[config.mk]
export PLATFORM = sky130hd
export DESIGN_NAME = gpp_port
export DESIGN_NICKNAME = d
export VERILOG_FILES = /design/src/include/gpp_pkg.sv /design/src/include/gpp_pin_if.sv /design/src/gpp_pin_logic.sv /design/src/gpp_port.sv
export SDC_FILE = /design/constraint.sdc
export NUM_CORES = 1
export LEC_CHECK = 0
export ABC_AREA = 1
export CAP_MARGIN = 20
export CELL_PAD_IN_SITES_DETAIL_PLACEMENT = 1
export CELL_PAD_IN_SITES_GLOBAL_PLACEMENT = 1
export CORE_UTILIZATION = 40
export CTS_CLUSTER_SIZE = 8
export DETAILED_ROUTE_END_ITERATION = 10
export DONT_BUFFER_PORTS = 1
export PLACE_DENSITY_LB_ADDON = 0.12
export SYNTH_ARGS = -nofsm -noshare
export SYNTH_HDL_FRONTEND = slang
export SYNTH_SLANG_ARGS = --single-unit
[constraint.sdc]
create_clock -name CLK_SYS -period 1.3 [get_ports CLK_SYS]
set_input_delay 0.26 -clock CLK_SYS [delete_from_list [all_inputs] [get_ports CLK_SYS]]
set_output_delay 0.26 -clock CLK_SYS [all_outputs]
set_load 0.02 [all_outputs]
[src/include/gpp_pkg.sv]
// gpio port package: register map, reset values, mode codes
// assumes a single 250 MHz system clock and an apb register slave
package gpp_pkg;
  // ==========================================================
  // register indices (byte address = index * 4)
  localparam logic [3:0] IDX_PA_DATA    = 4'h0;
  localparam logic [3:0] IDX_PA_DIR     = 4'h1;
  localparam logic [3:0] IDX_PA_OPT     = 4'h2;
  localparam logic [3:0] IDX_PB_DATA    = 4'h3;
  localparam logic [3:0] IDX_PB_DIR     = 4'h4;
  localparam logic [3:0] IDX_PB_OPT     = 4'h5;
  localparam logic [3:0] IDX_EI_CTRL    = 4'h6;
  localparam logic [3:0] IDX_EI_PEND    = 4'h7;
  localparam logic [11:0] ADDR_STRIDE   = 12'h004;
  // ==========================================================
  // widths and reset values
  localparam int          PA_W          = 8;
  localparam int          PB_W          = 7;
  localparam logic [7:0]  RST_PA_DATA   = 8'hFF;
  localparam logic [7:0]  RST_PA_DIR    = 8'h00;
  localparam logic [7:0]  RST_PA_OPT    = 8'h40;
  localparam logic [6:0]  RST_PB_DATA   = 7'h7F;
  localparam logic [6:0]  RST_PB_DIR    = 7'h00;
  localparam logic [6:0]  RST_PB_OPT    = 7'h00;
  // ==========================================================
  // external interrupt control fields (one edge bit per port)
  localparam int          EI_PA_RISE_BIT = 0;
  localparam int          EI_PB_RISE_BIT = 1;
  // pin configuration decoded from {direction, option}
  typedef enum logic [1:0] {
    GPP_IN_FLOAT, GPP_IN_PULLUP, GPP_OUT_OD, GPP_OUT_PP
  } gpp_mode_e;
endpackage : gpp_pkg

[src/include/gpp_pin_if.sv]
// pin bundle between the port top and its per-port pin logic
// assumes one port of up to eight pins
`timescale 1ns/1ps
`default_nettype none
interface gpp_pin_if #(parameter int W = 8);
  logic [W-1:0] data;       // data latch
  logic [W-1:0] dir;        // direction bits
  logic [W-1:0] opt;        // option bits
  logic [W-1:0] af_oe;      // peripheral output enable
  logic [W-1:0] af_out;     // peripheral output value
  logic [W-1:0] pin_sync;   // synchronised pad level
  logic [W-1:0] pad_out;
  logic [W-1:0] pad_oe;
  logic [W-1:0] pull_en;
  logic [W-1:0] rd_val;     // value seen by a data read
  logic [W-1:0] af_in;      // value to peripheral input
  logic [W-1:0] irq_cfg;    // pin selected as interrupt input
  modport ctl (output data, dir, opt, af_oe, af_out, pin_sync,
               input pad_out, pad_oe, pull_en, rd_val, af_in, irq_cfg);
  modport pin (input data, dir, opt, af_oe, af_out, pin_sync,
               output pad_out, pad_oe, pull_en, rd_val, af_in, irq_cfg);
endinterface : gpp_pin_if
`default_nettype wire

[src/gpp_pin_logic.sv]
// per-port combinational pin steering, one slice per pin
// assumes synchronised pad levels and registered controls
`timescale 1ns/1ps
`default_nettype none
module gpp_pin_logic (
  // pin bundle
  gpp_pin_if.pin p
);
  // decode direction and option into a pin mode
  function automatic gpp_pkg::gpp_mode_e mode_of(input logic d, input logic o);
    mode_of = gpp_pkg::gpp_mode_e'({d, o});
  endfunction : mode_of

  // ==========================================================
  // per pin slice
  genvar i;
  generate
    for (i = 0; i < $bits(p.data); i++) begin : g_pin
      gpp_pkg::gpp_mode_e m;
      assign m = mode_of(p.dir[i], p.opt[i]);                  // [RL14] [RL15]
      // peripheral output overrides port settings
      always_comb begin
        if (p.af_oe[i]) begin                                  // [RL3]
          p.pad_oe[i]  = 1'b1;
          p.pad_out[i] = p.af_out[i];
        end else if (m == gpp_pkg::GPP_OUT_PP) begin           // [RL2]
          p.pad_oe[i]  = 1'b1;
          p.pad_out[i] = p.data[i];
        end else if (m == gpp_pkg::GPP_OUT_OD) begin           // [RL2]
          p.pad_oe[i]  = ~p.data[i];  // a one leaves the pin floating
          p.pad_out[i] = 1'b0;
        end else begin
          p.pad_oe[i]  = 1'b0;
          p.pad_out[i] = 1'b0;
        end
      end
      // pull-up only in pull-up input without override
      assign p.pull_en[i] = ~p.af_oe[i] & (m == gpp_pkg::GPP_IN_PULLUP);
      // read: latch in output, pin when overriding an output, af value when overriding an input, else pin
      assign p.rd_val[i]  = p.af_oe[i] ? (p.dir[i] ? p.pin_sync[i] : p.af_out[i]) // [RL3] [RL4]
                          : (p.dir[i] ? p.data[i] : p.pin_sync[i]);          // [RL1] [RL16]
      // peripheral input: latch when output, pin level otherwise
      assign p.af_in[i]   = p.dir[i] ? p.data[i] : p.pin_sync[i];            // [RL5] [RL6]
      assign p.irq_cfg[i] = (m == gpp_pkg::GPP_IN_PULLUP);                  // [RL13]
    end
  endgenerate
endmodule : gpp_pin_logic
`default_nettype wire

[src/gpp_port.sv]
// gpio ports a (8 pins) and b (7 pins) with apb registers and
// external interrupt request latches
// assumes synchronous apb master on CLK_SYS; pads resolved outside
//
// Function
// [RL1] output mode drives latch; read returns latch
// [RL2] zero drives low; one floats in open-drain
// [RL3] peripheral output overrides port pin settings
// [RL4] input plus peripheral output reads peripheral
// [RL5] output pin feeds latch to peripheral
// [RL6] floating input passes pin to peripheral
// [RL7] software disables interrupt before peripheral input
// [RL8] bidirectional peripheral pins use floating input
// [RL9] never mix analog and digital functions
// [RL10] converter inputs use floating input
// [RL11] software follows safe configuration transitions
// [RL12] low-power modes keep pins; interrupts wake
// [RL13] interrupt needs interrupt mode and unmasked
// [RL14] direction,option decode into four modes
// [RL15] bit index selects same pin
// [RL16] input mode reads live pin level
// [RL17] vector fetch or edge change clears pending
// [RL18] port a eight pins, port b seven
`timescale 1ns/1ps
`default_nettype none
module gpp_port (
  // clock and reset
  input  wire  logic        CLK_SYS,
  input  wire  logic        RSTN,
  // apb slave
  input  wire  logic        PSEL,
  input  wire  logic        PENABLE,
  input  wire  logic        PWRITE,
  input  wire  logic [11:0] PADDR,
  input  wire  logic [31:0] PWDATA,
  output logic              PREADY,
  output logic [31:0]       PRDATA,
  output logic              PSLVERR,
  // port a pads
  input  wire  logic [7:0]  PA_IN,
  output logic [7:0]        PA_OUT,
  output logic [7:0]        PA_OE,
  output logic [7:0]        PA_PULL,
  // port b pads
  input  wire  logic [6:0]  PB_IN,
  output logic [6:0]        PB_OUT,
  output logic [6:0]        PB_OE,
  output logic [6:0]        PB_PULL,
  // peripheral alternate functions
  input  wire  logic [7:0]  PA_AF_OE,
  input  wire  logic [7:0]  PA_AF_OUT,
  output logic [7:0]        PA_AF_IN,
  input  wire  logic [6:0]  PB_AF_OE,
  input  wire  logic [6:0]  PB_AF_OUT,
  output logic [6:0]        PB_AF_IN,
  // processor side
  input  wire  logic        IMASK,
  input  wire  logic        PA_VEC_ACK,
  input  wire  logic        PB_VEC_ACK,
  output logic              PA_IRQ,
  output logic              PB_IRQ,
  output logic              WAKE
);
  // ==========================================================
  // state
  logic [7:0] pa_data_reg, pa_dir_reg, pa_opt_reg;
  logic [6:0] pb_data_reg, pb_dir_reg, pb_opt_reg;
  logic [1:0] ei_ctrl_reg;
  logic [1:0] pend_reg, pend_next;
  logic [7:0] pa_s1_reg, pa_s2_reg, pa_prev_reg;
  logic [6:0] pb_s1_reg, pb_s2_reg, pb_prev_reg;
  logic       wr_en, rd_en, hit;
  logic [3:0] idx;
  logic [31:0] rd_mux;
  logic [1:0] edge_hit;

  gpp_pin_if #(.W(gpp_pkg::PA_W)) pa_if ();
  gpp_pin_if #(.W(gpp_pkg::PB_W)) pb_if ();

  // ==========================================================
  // two-stage pad synchronisers; only stage two is read
  always_ff @(posedge CLK_SYS) begin
    if (!RSTN) begin
      pa_s1_reg <= 8'h00;
      pa_s2_reg <= 8'h00;
      pb_s1_reg <= 7'h00;
      pb_s2_reg <= 7'h00;
    end else begin
      pa_s1_reg <= PA_IN;
      pa_s2_reg <= pa_s1_reg;
      pb_s1_reg <= PB_IN;
      pb_s2_reg <= pb_s1_reg;
    end
  end

  // pin slices, one instance per port
  assign pa_if.data = pa_data_reg;
  assign pa_if.dir = pa_dir_reg;
  assign pa_if.opt = pa_opt_reg;
  assign pa_if.af_oe = PA_AF_OE;
  assign pa_if.af_out = PA_AF_OUT;
  assign pa_if.pin_sync = pa_s2_reg;
  assign pb_if.data = pb_data_reg;
  assign pb_if.dir = pb_dir_reg;
  assign pb_if.opt = pb_opt_reg;
  assign pb_if.af_oe = PB_AF_OE;
  assign pb_if.af_out = PB_AF_OUT;
  assign pb_if.pin_sync = pb_s2_reg;
  gpp_pin_logic u_pa (.p(pa_if.pin));                          // [RL18]
  gpp_pin_logic u_pb (.p(pb_if.pin));                          // [RL18]

  // ==========================================================
  // apb decode: zero wait state, unmapped or misaligned gives error
  assign idx   = PADDR[5:2];
  assign hit   = (PADDR[1:0] == 2'b00) && (PADDR[11:2] <= 10'(gpp_pkg::IDX_EI_PEND));
  assign wr_en = PSEL & PENABLE & PWRITE & hit;
  assign rd_en = PSEL & ~PENABLE & ~PWRITE;

  // configuration and data latches; writes never touch input pins
  always_ff @(posedge CLK_SYS) begin
    if (!RSTN) begin
      pa_data_reg <= gpp_pkg::RST_PA_DATA;
      pa_dir_reg  <= gpp_pkg::RST_PA_DIR;
      pa_opt_reg  <= gpp_pkg::RST_PA_OPT;
      pb_data_reg <= gpp_pkg::RST_PB_DATA;
      pb_dir_reg  <= gpp_pkg::RST_PB_DIR;
      pb_opt_reg  <= gpp_pkg::RST_PB_OPT;
      ei_ctrl_reg <= 2'b00;
    end else if (wr_en) begin
      case (idx)
        gpp_pkg::IDX_PA_DATA: pa_data_reg <= PWDATA[7:0];      // [RL1]
        gpp_pkg::IDX_PA_DIR:  pa_dir_reg  <= PWDATA[7:0];
        gpp_pkg::IDX_PA_OPT:  pa_opt_reg  <= PWDATA[7:0];
        gpp_pkg::IDX_PB_DATA: pb_data_reg <= PWDATA[6:0];
        gpp_pkg::IDX_PB_DIR:  pb_dir_reg  <= PWDATA[6:0];
        gpp_pkg::IDX_PB_OPT:  pb_opt_reg  <= PWDATA[6:0];
        gpp_pkg::IDX_EI_CTRL: ei_ctrl_reg <= PWDATA[1:0];
        default: ;
      endcase
    end
  end

  // read mux, captured in setup so PRDATA is a flop in access
  always_comb begin
    rd_mux = 32'h0000_0000;
    case (idx)
      gpp_pkg::IDX_PA_DATA: rd_mux = {24'h000000, pa_if.rd_val};     // [RL1] [RL16]
      gpp_pkg::IDX_PA_DIR:  rd_mux = {24'h000000, pa_dir_reg};
      gpp_pkg::IDX_PA_OPT:  rd_mux = {24'h000000, pa_opt_reg};
      gpp_pkg::IDX_PB_DATA: rd_mux = {25'h0000000, pb_if.rd_val};
      gpp_pkg::IDX_PB_DIR:  rd_mux = {25'h0000000, pb_dir_reg};
      gpp_pkg::IDX_PB_OPT:  rd_mux = {25'h0000000, pb_opt_reg};
      gpp_pkg::IDX_EI_CTRL: rd_mux = {30'h00000000, ei_ctrl_reg};
      gpp_pkg::IDX_EI_PEND: rd_mux = {30'h00000000, pend_reg};
      default:              rd_mux = 32'h0000_0000;
    endcase
  end

  always_ff @(posedge CLK_SYS) begin
    if (!RSTN) begin
      PRDATA  <= 32'h0000_0000;
      PSLVERR <= 1'b0;
      PREADY  <= 1'b0;
    end else begin
      PREADY  <= PSEL & ~PENABLE;   // answer in the first access cycle
      PSLVERR <= PSEL & ~PENABLE & ~hit;
      if (rd_en) begin
        PRDATA <= hit ? rd_mux : 32'h0000_0000;
      end
    end
  end

  // ==========================================================
  // external interrupt request latches, one per port vector
  always_comb begin
    edge_hit[0] = |(pa_if.irq_cfg & (ei_ctrl_reg[gpp_pkg::EI_PA_RISE_BIT] ?
                   (pa_s2_reg & ~pa_prev_reg) : (~pa_s2_reg & pa_prev_reg)));
    edge_hit[1] = |(pb_if.irq_cfg & (ei_ctrl_reg[gpp_pkg::EI_PB_RISE_BIT] ?
                   (pb_s2_reg & ~pb_prev_reg) : (~pb_s2_reg & pb_prev_reg)));
    pend_next = pend_reg;
    if (PA_VEC_ACK) pend_next[0] = 1'b0;                       // [RL17]
    if (PB_VEC_ACK) pend_next[1] = 1'b0;                       // [RL17]
    if (wr_en && idx == gpp_pkg::IDX_EI_CTRL) pend_next = 2'b00; // [RL17]
    pend_next = pend_next | edge_hit;  // a new edge beats the clear
  end

  always_ff @(posedge CLK_SYS) begin
    if (!RSTN) begin
      pend_reg    <= 2'b00;
      pa_prev_reg <= 8'h00;
      pb_prev_reg <= 7'h00;
    end else begin
      pend_reg    <= pend_next;
      pa_prev_reg <= pa_s2_reg;
      pb_prev_reg <= pb_s2_reg;
    end
  end

  // requests gated by the global mask; wake is also masked and registered on CLK_SYS
  always_ff @(posedge CLK_SYS) begin
    if (!RSTN) begin
      PA_IRQ <= 1'b0;
      PB_IRQ <= 1'b0;
      WAKE   <= 1'b0;
    end else begin
      PA_IRQ <= pend_next[0] & ~IMASK;                         // [RL13]
      PB_IRQ <= pend_next[1] & ~IMASK;                         // [RL13]
      WAKE   <= |(pend_next & {2{~IMASK}});                    // [RL12]
    end
  end

  // ==========================================================
  // pad and peripheral outputs registered; no low-power gating [RL12]
  always_ff @(posedge CLK_SYS) begin
    if (!RSTN) begin
      PA_OUT <= 8'h00;
      PA_OE <= 8'h00;
      PA_PULL <= 8'h00;
      PB_OUT <= 7'h00;
      PB_OE <= 7'h00;
      PB_PULL <= 7'h00;
      PA_AF_IN <= 8'h00;
      PB_AF_IN <= 7'h00;
    end else begin
      PA_OUT <= pa_if.pad_out;                                 // [RL2] [RL3]
      PA_OE <= pa_if.pad_oe;
      PA_PULL <= pa_if.pull_en;
      PB_OUT <= pb_if.pad_out;
      PB_OE <= pb_if.pad_oe;
      PB_PULL <= pb_if.pull_en;
      PA_AF_IN <= pa_if.af_in;                                 // [RL5] [RL6]
      PB_AF_IN <= pb_if.af_in;
    end
  end

  // ==========================================================
  // checks
  property p_pp_drive;
    @(posedge CLK_SYS) disable iff (!RSTN)
      (!PA_AF_OE[0] && pa_dir_reg[0] && pa_opt_reg[0]) |=> (PA_OE[0] && PA_OUT[0] == $past(pa_data_reg[0]));
  endproperty
  a_pp_drive: assert property (p_pp_drive) else $error("push-pull pin not driven"); // [RL2]
  property p_od_float;
    @(posedge CLK_SYS) disable iff (!RSTN)
      (!PA_AF_OE[1] && pa_dir_reg[1] && !pa_opt_reg[1] && pa_data_reg[1]) |=> !PA_OE[1];
  endproperty
  a_od_float: assert property (p_od_float) else $error("open-drain one driven"); // [RL2]
  property p_af_over;
    @(posedge CLK_SYS) disable iff (!RSTN)
      PB_AF_OE[2] |=> (PB_OE[2] && PB_OUT[2] == $past(PB_AF_OUT[2]));
  endproperty
  a_af_over: assert property (p_af_over) else $error("peripheral override lost"); // [RL3]
  property p_af_in;
    @(posedge CLK_SYS) disable iff (!RSTN)
      pa_dir_reg[3] |=> PA_AF_IN[3] == $past(pa_data_reg[3]);
  endproperty
  a_af_in: assert property (p_af_in) else $error("peripheral input not latch"); // [RL5]
  property p_mask;
    @(posedge CLK_SYS) disable iff (!RSTN)
      IMASK |=> !PA_IRQ && !PB_IRQ;
  endproperty
  a_mask: assert property (p_mask) else $error("irq while masked"); // [RL13]
  property p_ack;
    @(posedge CLK_SYS) disable iff (!RSTN)
      (PA_VEC_ACK && !edge_hit[0]) |=> !pend_reg[0];
  endproperty
  a_ack: assert property (p_ack) else $error("pending not cleared"); // [RL17]
  property p_wake;
    @(posedge CLK_SYS) disable iff (!RSTN)
      (PA_IRQ || PB_IRQ) |-> WAKE;
  endproperty
  a_wake: assert property (p_wake) else $error("no wake on irq"); // [RL12]
  property p_rd_out;
    @(posedge CLK_SYS) disable iff (!RSTN)
      (rd_en && hit && idx == gpp_pkg::IDX_PA_DATA && pa_dir_reg == 8'hFF && PA_AF_OE == 8'h00)
        |=> PRDATA[7:0] == $past(pa_data_reg);
  endproperty
  a_rd_out: assert property (p_rd_out) else $error("data read not latch"); // [RL1]
  property p_pull;
    @(posedge CLK_SYS) disable iff (!RSTN)
      (!pb_dir_reg[0] && pb_opt_reg[0] && !PB_AF_OE[0]) |=> (PB_PULL[0] && !PB_OE[0]);
  endproperty
  a_pull: assert property (p_pull) else $error("pull-up mode wrong"); // [RL14]
  c_irq:   cover property (@(posedge CLK_SYS) disable iff (!RSTN) PA_IRQ ##1 PA_VEC_ACK);
  c_od:    cover property (@(posedge CLK_SYS) disable iff (!RSTN) PA_OE[1] ##1 !PA_OE[1]);
  c_af:    cover property (@(posedge CLK_SYS) disable iff (!RSTN) PB_AF_OE[2] && !pb_dir_reg[2]);
endmodule : gpp_port
`default_nettype wire

# Word-level counts from Yosys, hierarchy flattened
# Index checks and enable logic that the tools add are counted.
[word_totals]
register_bits = 191
inputBits = 97
out_inout_bits = 97
elab_cells = 291
[classes]
n_lt_le_gt_ge = 1
n_eq_ne = 52
muxes = 127
bitwise = 69
n_reduce_logical = 14
[op_table]
columns = ["cell", "n"]
rows = [
  ["$mux 1", 122],
  ["$pmux 8 s8", 1],
  ["$eq 2x2->1 const B", 30],
  ["$not 1->1", 34],
  ["$mux 32", 1],
  ["$eq 2x1->1 const B", 15],
  ["$and 8x8->8", 3],
  ["$and 1x1->1", 23],
  ["$and 7x7->7", 3],
  ["$eq 4x3->1 const B", 4],
  ["$not 8->8", 2],
  ["$not 7->7", 2],
  ["$reduce_and 2->1", 7],
  ["$le 10x3->1 const B", 1],
  ["$eq 4x2->1 const B", 2],
  ["$mux 8", 1],
  ["$reduce_or 8->1", 1],
  ["$mux 7", 1],
  ["$reduce_or 7->1", 1],
  ["$eq 4x1->1 const B", 1],
  ["$logic_not 4->1", 1],
  ["$and 2x2->2", 1],
  ["$logic_and 1x1->1", 2],
  ["$logic_not 2->1", 1],
  ["other kinds (3)", 3],
]

# Depth between registers and ports, before layout
[depth]
depth_word = 8
mapped_depth = 9
ltp_nobuf = 9

# By module
# Synthesis repeated with hierarchy kept, for this count alone.
[unflattened]
hier_cells = 1160
hier_area_um2 = 7756.2
[modules_own_cells]
columns = ["module", "n_inst", "cells_each", "area_per_inst_um2", "seq_area_each_um2"]
rows = [
  ["gpp_port", 1, 845, 6478.7, 3343.2],
  ["gpp_pin_logic (u_pa)", 1, 168, 685.7, 0.0],
  ["gpp_pin_logic (u_pb)", 1, 147, 591.8, 0.0],
]

# Least setup slack after synthesis
# No wires, ideal clock.
[synth_path]
path_type = "input to register"
from = "input PADDR[6]"
to = "register pb_dir_reg[4]"
setup_time_ns = 0.120
t_arrival_ns = 1.223
t_required_ns = 1.180
setup_slack_ns = -0.043
cell_stages = 7
path_buffers = 1
path_cell_list = "nor2_1 > nand3_1 > nor2_4 > nand4_1 > buf_2 > o21ai_0 > a21oi_1"
[synth_between]
elab_chain_cells = 4
[synth_lines]
columns = ["item", "line_no", "rtl"]
rows = [
  ["start, declared", "gpp_port.sv:34", "input wire logic [11:0] PADDR,"],
  ["$le 10x3->1", "gpp_port.sv:115", "assign hit = (PADDR[1:0] == 2'b00) && (PADDR[11:2] <= 10'(gpp_pkg::IDX_EI_PEND));"],
  ["$logic_and 1x1->1", "gpp_port.sv:115", ""],
  ["$and 1x1->1", "gpp_port.sv:116", "assign wr_en = PSEL & PENABLE & PWRITE & hit;"],
  ["$reduce_and 2->1 (no line)", "--", ""],
  ["end signal, assigned", "gpp_port.sv:126", "pb_dir_reg <= gpp_pkg::RST_PB_DIR;"],
  ["end signal, assigned", "gpp_port.sv:135", "gpp_pkg::IDX_PB_DIR: pb_dir_reg <= PWDATA[6:0];"],
  ["end, declared", "gpp_port.sv:67", "logic [6:0] pb_data_reg, pb_dir_reg, pb_opt_reg;"],
]
# Every way passes these cells.
# A chain may end at the register's enable or synchronous reset.

# Worst setup path after layout
[layout_path]
from = "register ei_ctrl_reg[0]"
to = "register WAKE"
[layout_between]
elab_chain_cells = 6
[layout_lines]
columns = ["item", "line_no", "rtl"]
rows = [
  ["start, declared", "gpp_port.sv:68", "logic [1:0] ei_ctrl_reg;"],
  ["start signal, assigned", "gpp_port.sv:137", "gpp_pkg::IDX_EI_CTRL: ei_ctrl_reg <= PWDATA[1:0];"],
  ["$mux 8", "gpp_port.sv:176", "edge_hit[0] = |(pa_if.irq_cfg & (ei_ctrl_reg[gpp_pkg::EI_PA_RISE_BIT] ?"],
  ["$and 8x8->8", "gpp_port.sv:176", ""],
  ["$reduce_or 8->1", "gpp_port.sv:176", ""],
  ["$or 2x2->2", "gpp_port.sv:184", "pend_next = pend_next | edge_hit;"],
  ["$and 2x2->2", "gpp_port.sv:208", "WAKE <= |(pend_next & {2{~IMASK}});"],
  ["$reduce_or 2->1", "gpp_port.sv:208", ""],
  ["end signal, assigned", "gpp_port.sv:208", ""],
  ["end, declared", "gpp_port.sv:62", "output logic WAKE"],
]
# Every way passes these cells.

==> results.py <==
metrics = {
    "synthesis": {
        "ys_warn_count": 0,
        "synthTopCellsByArea": "dfxtp_1, nand2_1, inv_1",
        "syn_avg_cell_area_sq_um": 7.20,
        "synth_commonest_cells": "nand2_1, dfxtp_1, inv_1",
        "synth.most_common_cell": "nand2_1",
        "synth_top_area_cell": "dfxtp_1",
        "synth_cells": 974,
        "synth_top_cell_area_share_pct": 47.6,
        "synth_edf_count": 0,
        "ys_ff_latch": 167,
        "seq_area_frac_synth_pct": 47.6,
        "synthFlopType": "dfxtp_1",
        "synth_cell_types": 31,
        "async_flop_share_pct": 0,
        "syn-cell-area_sq_um": 7020,
    },
    "setup_path": {
        "crit_chain": "buf_6 -> o21ai_1 -> nand2_1 -> o21ai_1 -> nor2_1 -> nand3_2 -> nand2_2 -> nand2_1",
        "startpoint_type": "register",
        "cp-end-kind": "register",
        "cp.arrival_ps": 1600,
        "required_ps": 1630,
        "critPathMaxFanout": 7,
        "crit_family": "simple AND/OR/NAND/NOR gates",
        "worst_path_largest_cell_delay_ps": 390,
        "worst-path-buf-inv": 1,
        "slowest_stage": "dfxtp_4",
        "crit_type": "register to register",
    },
    "global_routing": {
        "grt_max_degree": 141,
        "grt_pass1_wl_mm": 36.4,
        "grt_usage_pct": 26.2,
        "grt_pass1_vias": 7086,
        "grt_overflow": 0,
        "grt_antenna_before_repair": 0,
    },
    "clock_tree": {
        "cts_sinks": 167,
        "cts_inserted_buffers": 17,
        "cts_htree_levels": 4,
        "cts_tree": "done",
        "clk_latency_ps": 430,
        "clk_pin_slew_ps": 60,
        "cts_buffer_depth": 2,
        "root_buffer": "clkbuf_16",
    },
    "floorplan": {
        "start_util_pct": 40.7,
        "die_area_sq_um": 18100,
        "row_count": 48,
        "die-width_um": 134,
        "pin_count": 194,
        "core_sq_um": 17200,
        "die_y_um": 134,
    },
    "worst_hold_path": {
        "hold_path.class": "input pin to register",
    },
    "placed_design": {
        "dp.final_hpwl_mm": 14.9,
        "io_buffers": 0,
        "gp_congestion": 0.794,
        "dp_slack_ps": -136,
    },
    "finish": {
        "fin_util_pct": 55.5,
        "layout-drive-gt1-share_pct": 18.1,
        "syn2layout_area_growth_pct": 36.4,
        "fillCellCount": 2166,
        "antennaDiodeCount": 0,
        "seqCellArea_sq_um": 3400,
        "multi_input_area_sq_um": 2950,
        "nNetsFinal": 1245,
    },
    "timing": {
        "layout_setup_ws_ps": 34.9,
        "max_clock_freq_ghz": 0.790,
        "min_period_ps": 1270,
        "fin_skew_ps": 7.00,
        "fin_setup_tns_ps": 0,
        "hold_viol": 2,
        "hold_ws_ps": -3.82,
        "grt_setup_unrepaired": "true",
        "setup_viol": 0,
        "finalCritPeriodShare_pct": 97.3,
        "final_max_slew_viol_count": 0,
    },
    "job": {
        "max_cap_violations": 0,
    },
    "run_status": {
        "violations": "hold timing",
        "status": "finished, violations left",
    },
    "drt": {
        "antenna_left": 0,
        "first_pass_iters": 4,
        "drtIter0Drc": 260,
        "routed_wl_mm": 24.2,
        "vias_per_cell": 5.01,
        "wire_per_inst_um": 17.5,
        "num_vias": 6945,
        "drc": 0,
    },
    "power_and_ir_drop": {
        "power_density_nw_per_um2": 1180,
        "ir_drop_uv": 995,
        "p_leak_nw": 4.54,
    },
}
[cell families (layout without fill, tap and decap cells)]
| logic type | Yosys count | after routing | synth area share, % |
|---|---|---|---|
| compound gates | 156 | 156 | 12.5 |
| buf+inv | 221 | 384 | 13.6 |
| flops | 167 | 167 | 47.6 |
| other cells | 1 | 24 | 0.0534 |
| simple gates | 429 | 429 | 26.2 |
[worst reg2reg max path, cell delays in order, from the launching register on]
cell,delay [ps]
dfxtp_4,390
buf_6,130
o21ai_1,60
nand2_1,70
o21ai_1,70
nor2_1,150
nand3_2,140
nand2_2,100
nand2_1,50
[layer usage]
metal	GRT usage [%]	up-vias	share of wire [%]
met4	8.11	0	1.5
met5	0	-	0
li1	-	3380	-
met1	32.0	3383	43
met2	45.4	152	51
met3	6.31	30	4.9
[through the flow]
step           instance area, sq um  total power, mW  std cells
2_1_floorplan                  7140             5.93        997
3_3_place_gp                   7750             6.00       1251
3_5_place_dp                   7750             6.01       1251
4_1_cts                        9300             11.3       1376
5_1_grt                        9570             11.7       1385
6_report                       9570             11.3       1385
[power breakdown]
group | internal [mW] | switching (mW)
Clock | 3.11 | 2.06
Combinational | 0.374 | 0.451
Sequential | 5.22 | 0.130
Total | 8.70 | 2.64
[placed cells by master, fill, tap and decap left out, drive strengths merged]
cell type / instances
conb: 24
o31ai: 15
clkinv: 4
a21oi: 45
or2: 1
nand4: 5
inv: 166
nor3: 18
nand2: 250
o21bai: 2
dlygate4sd3: 101
clkinvlp: 3
nor2: 63
bufinv: 3
dfxtp: 167
buf: 84
clkbuf: 23
o211ai: 15
o21ai: 79
nand3: 92
[what timing repair did]
action | CTS | global route
pin swaps | 1 | 20
hold buffers | 94 | 9
gates resized for setup | 14 | 94
hold endpoints to repair | 124 | 48
endpoints found under the setup margin | 11 | 14
buffers inserted | 0 | 3
[final cells by class]
| cell class | instances | area share (%) |
|---|---|---|
| clock buffer | 23 | 4.89 |
| clock inverter | 8 | 1.28 |
| inverter | 168 | 6.60 |
| multi-input combinational | 609 | 30.8 |
| sequential | 167 | 35.5 |
| tap | 225 | 2.94 |
| timing repair buffer | 185 | 18.0 |
[path summary, 6_finish.rpt]
check	startpoint	endpoint	slack, ps	cells past startpoint
min reg2reg	pb_dir_reg[4]$_SDFFE_PN0P_	PB_PULL[4]$_SDFF_PN0_	460	1
max	ei_ctrl_reg[0]$_SDFFE_PN0P_	WAKE$_SDFF_PN0_	30	8
min	PWDATA[6]	pb_data_reg[6]$_SDFFE_PN1P_	-4	2
max reg2reg	ei_ctrl_reg[0]$_SDFFE_PN0P_	WAKE$_SDFF_PN0_	30	8
Power figures use the tool's default switching activity.
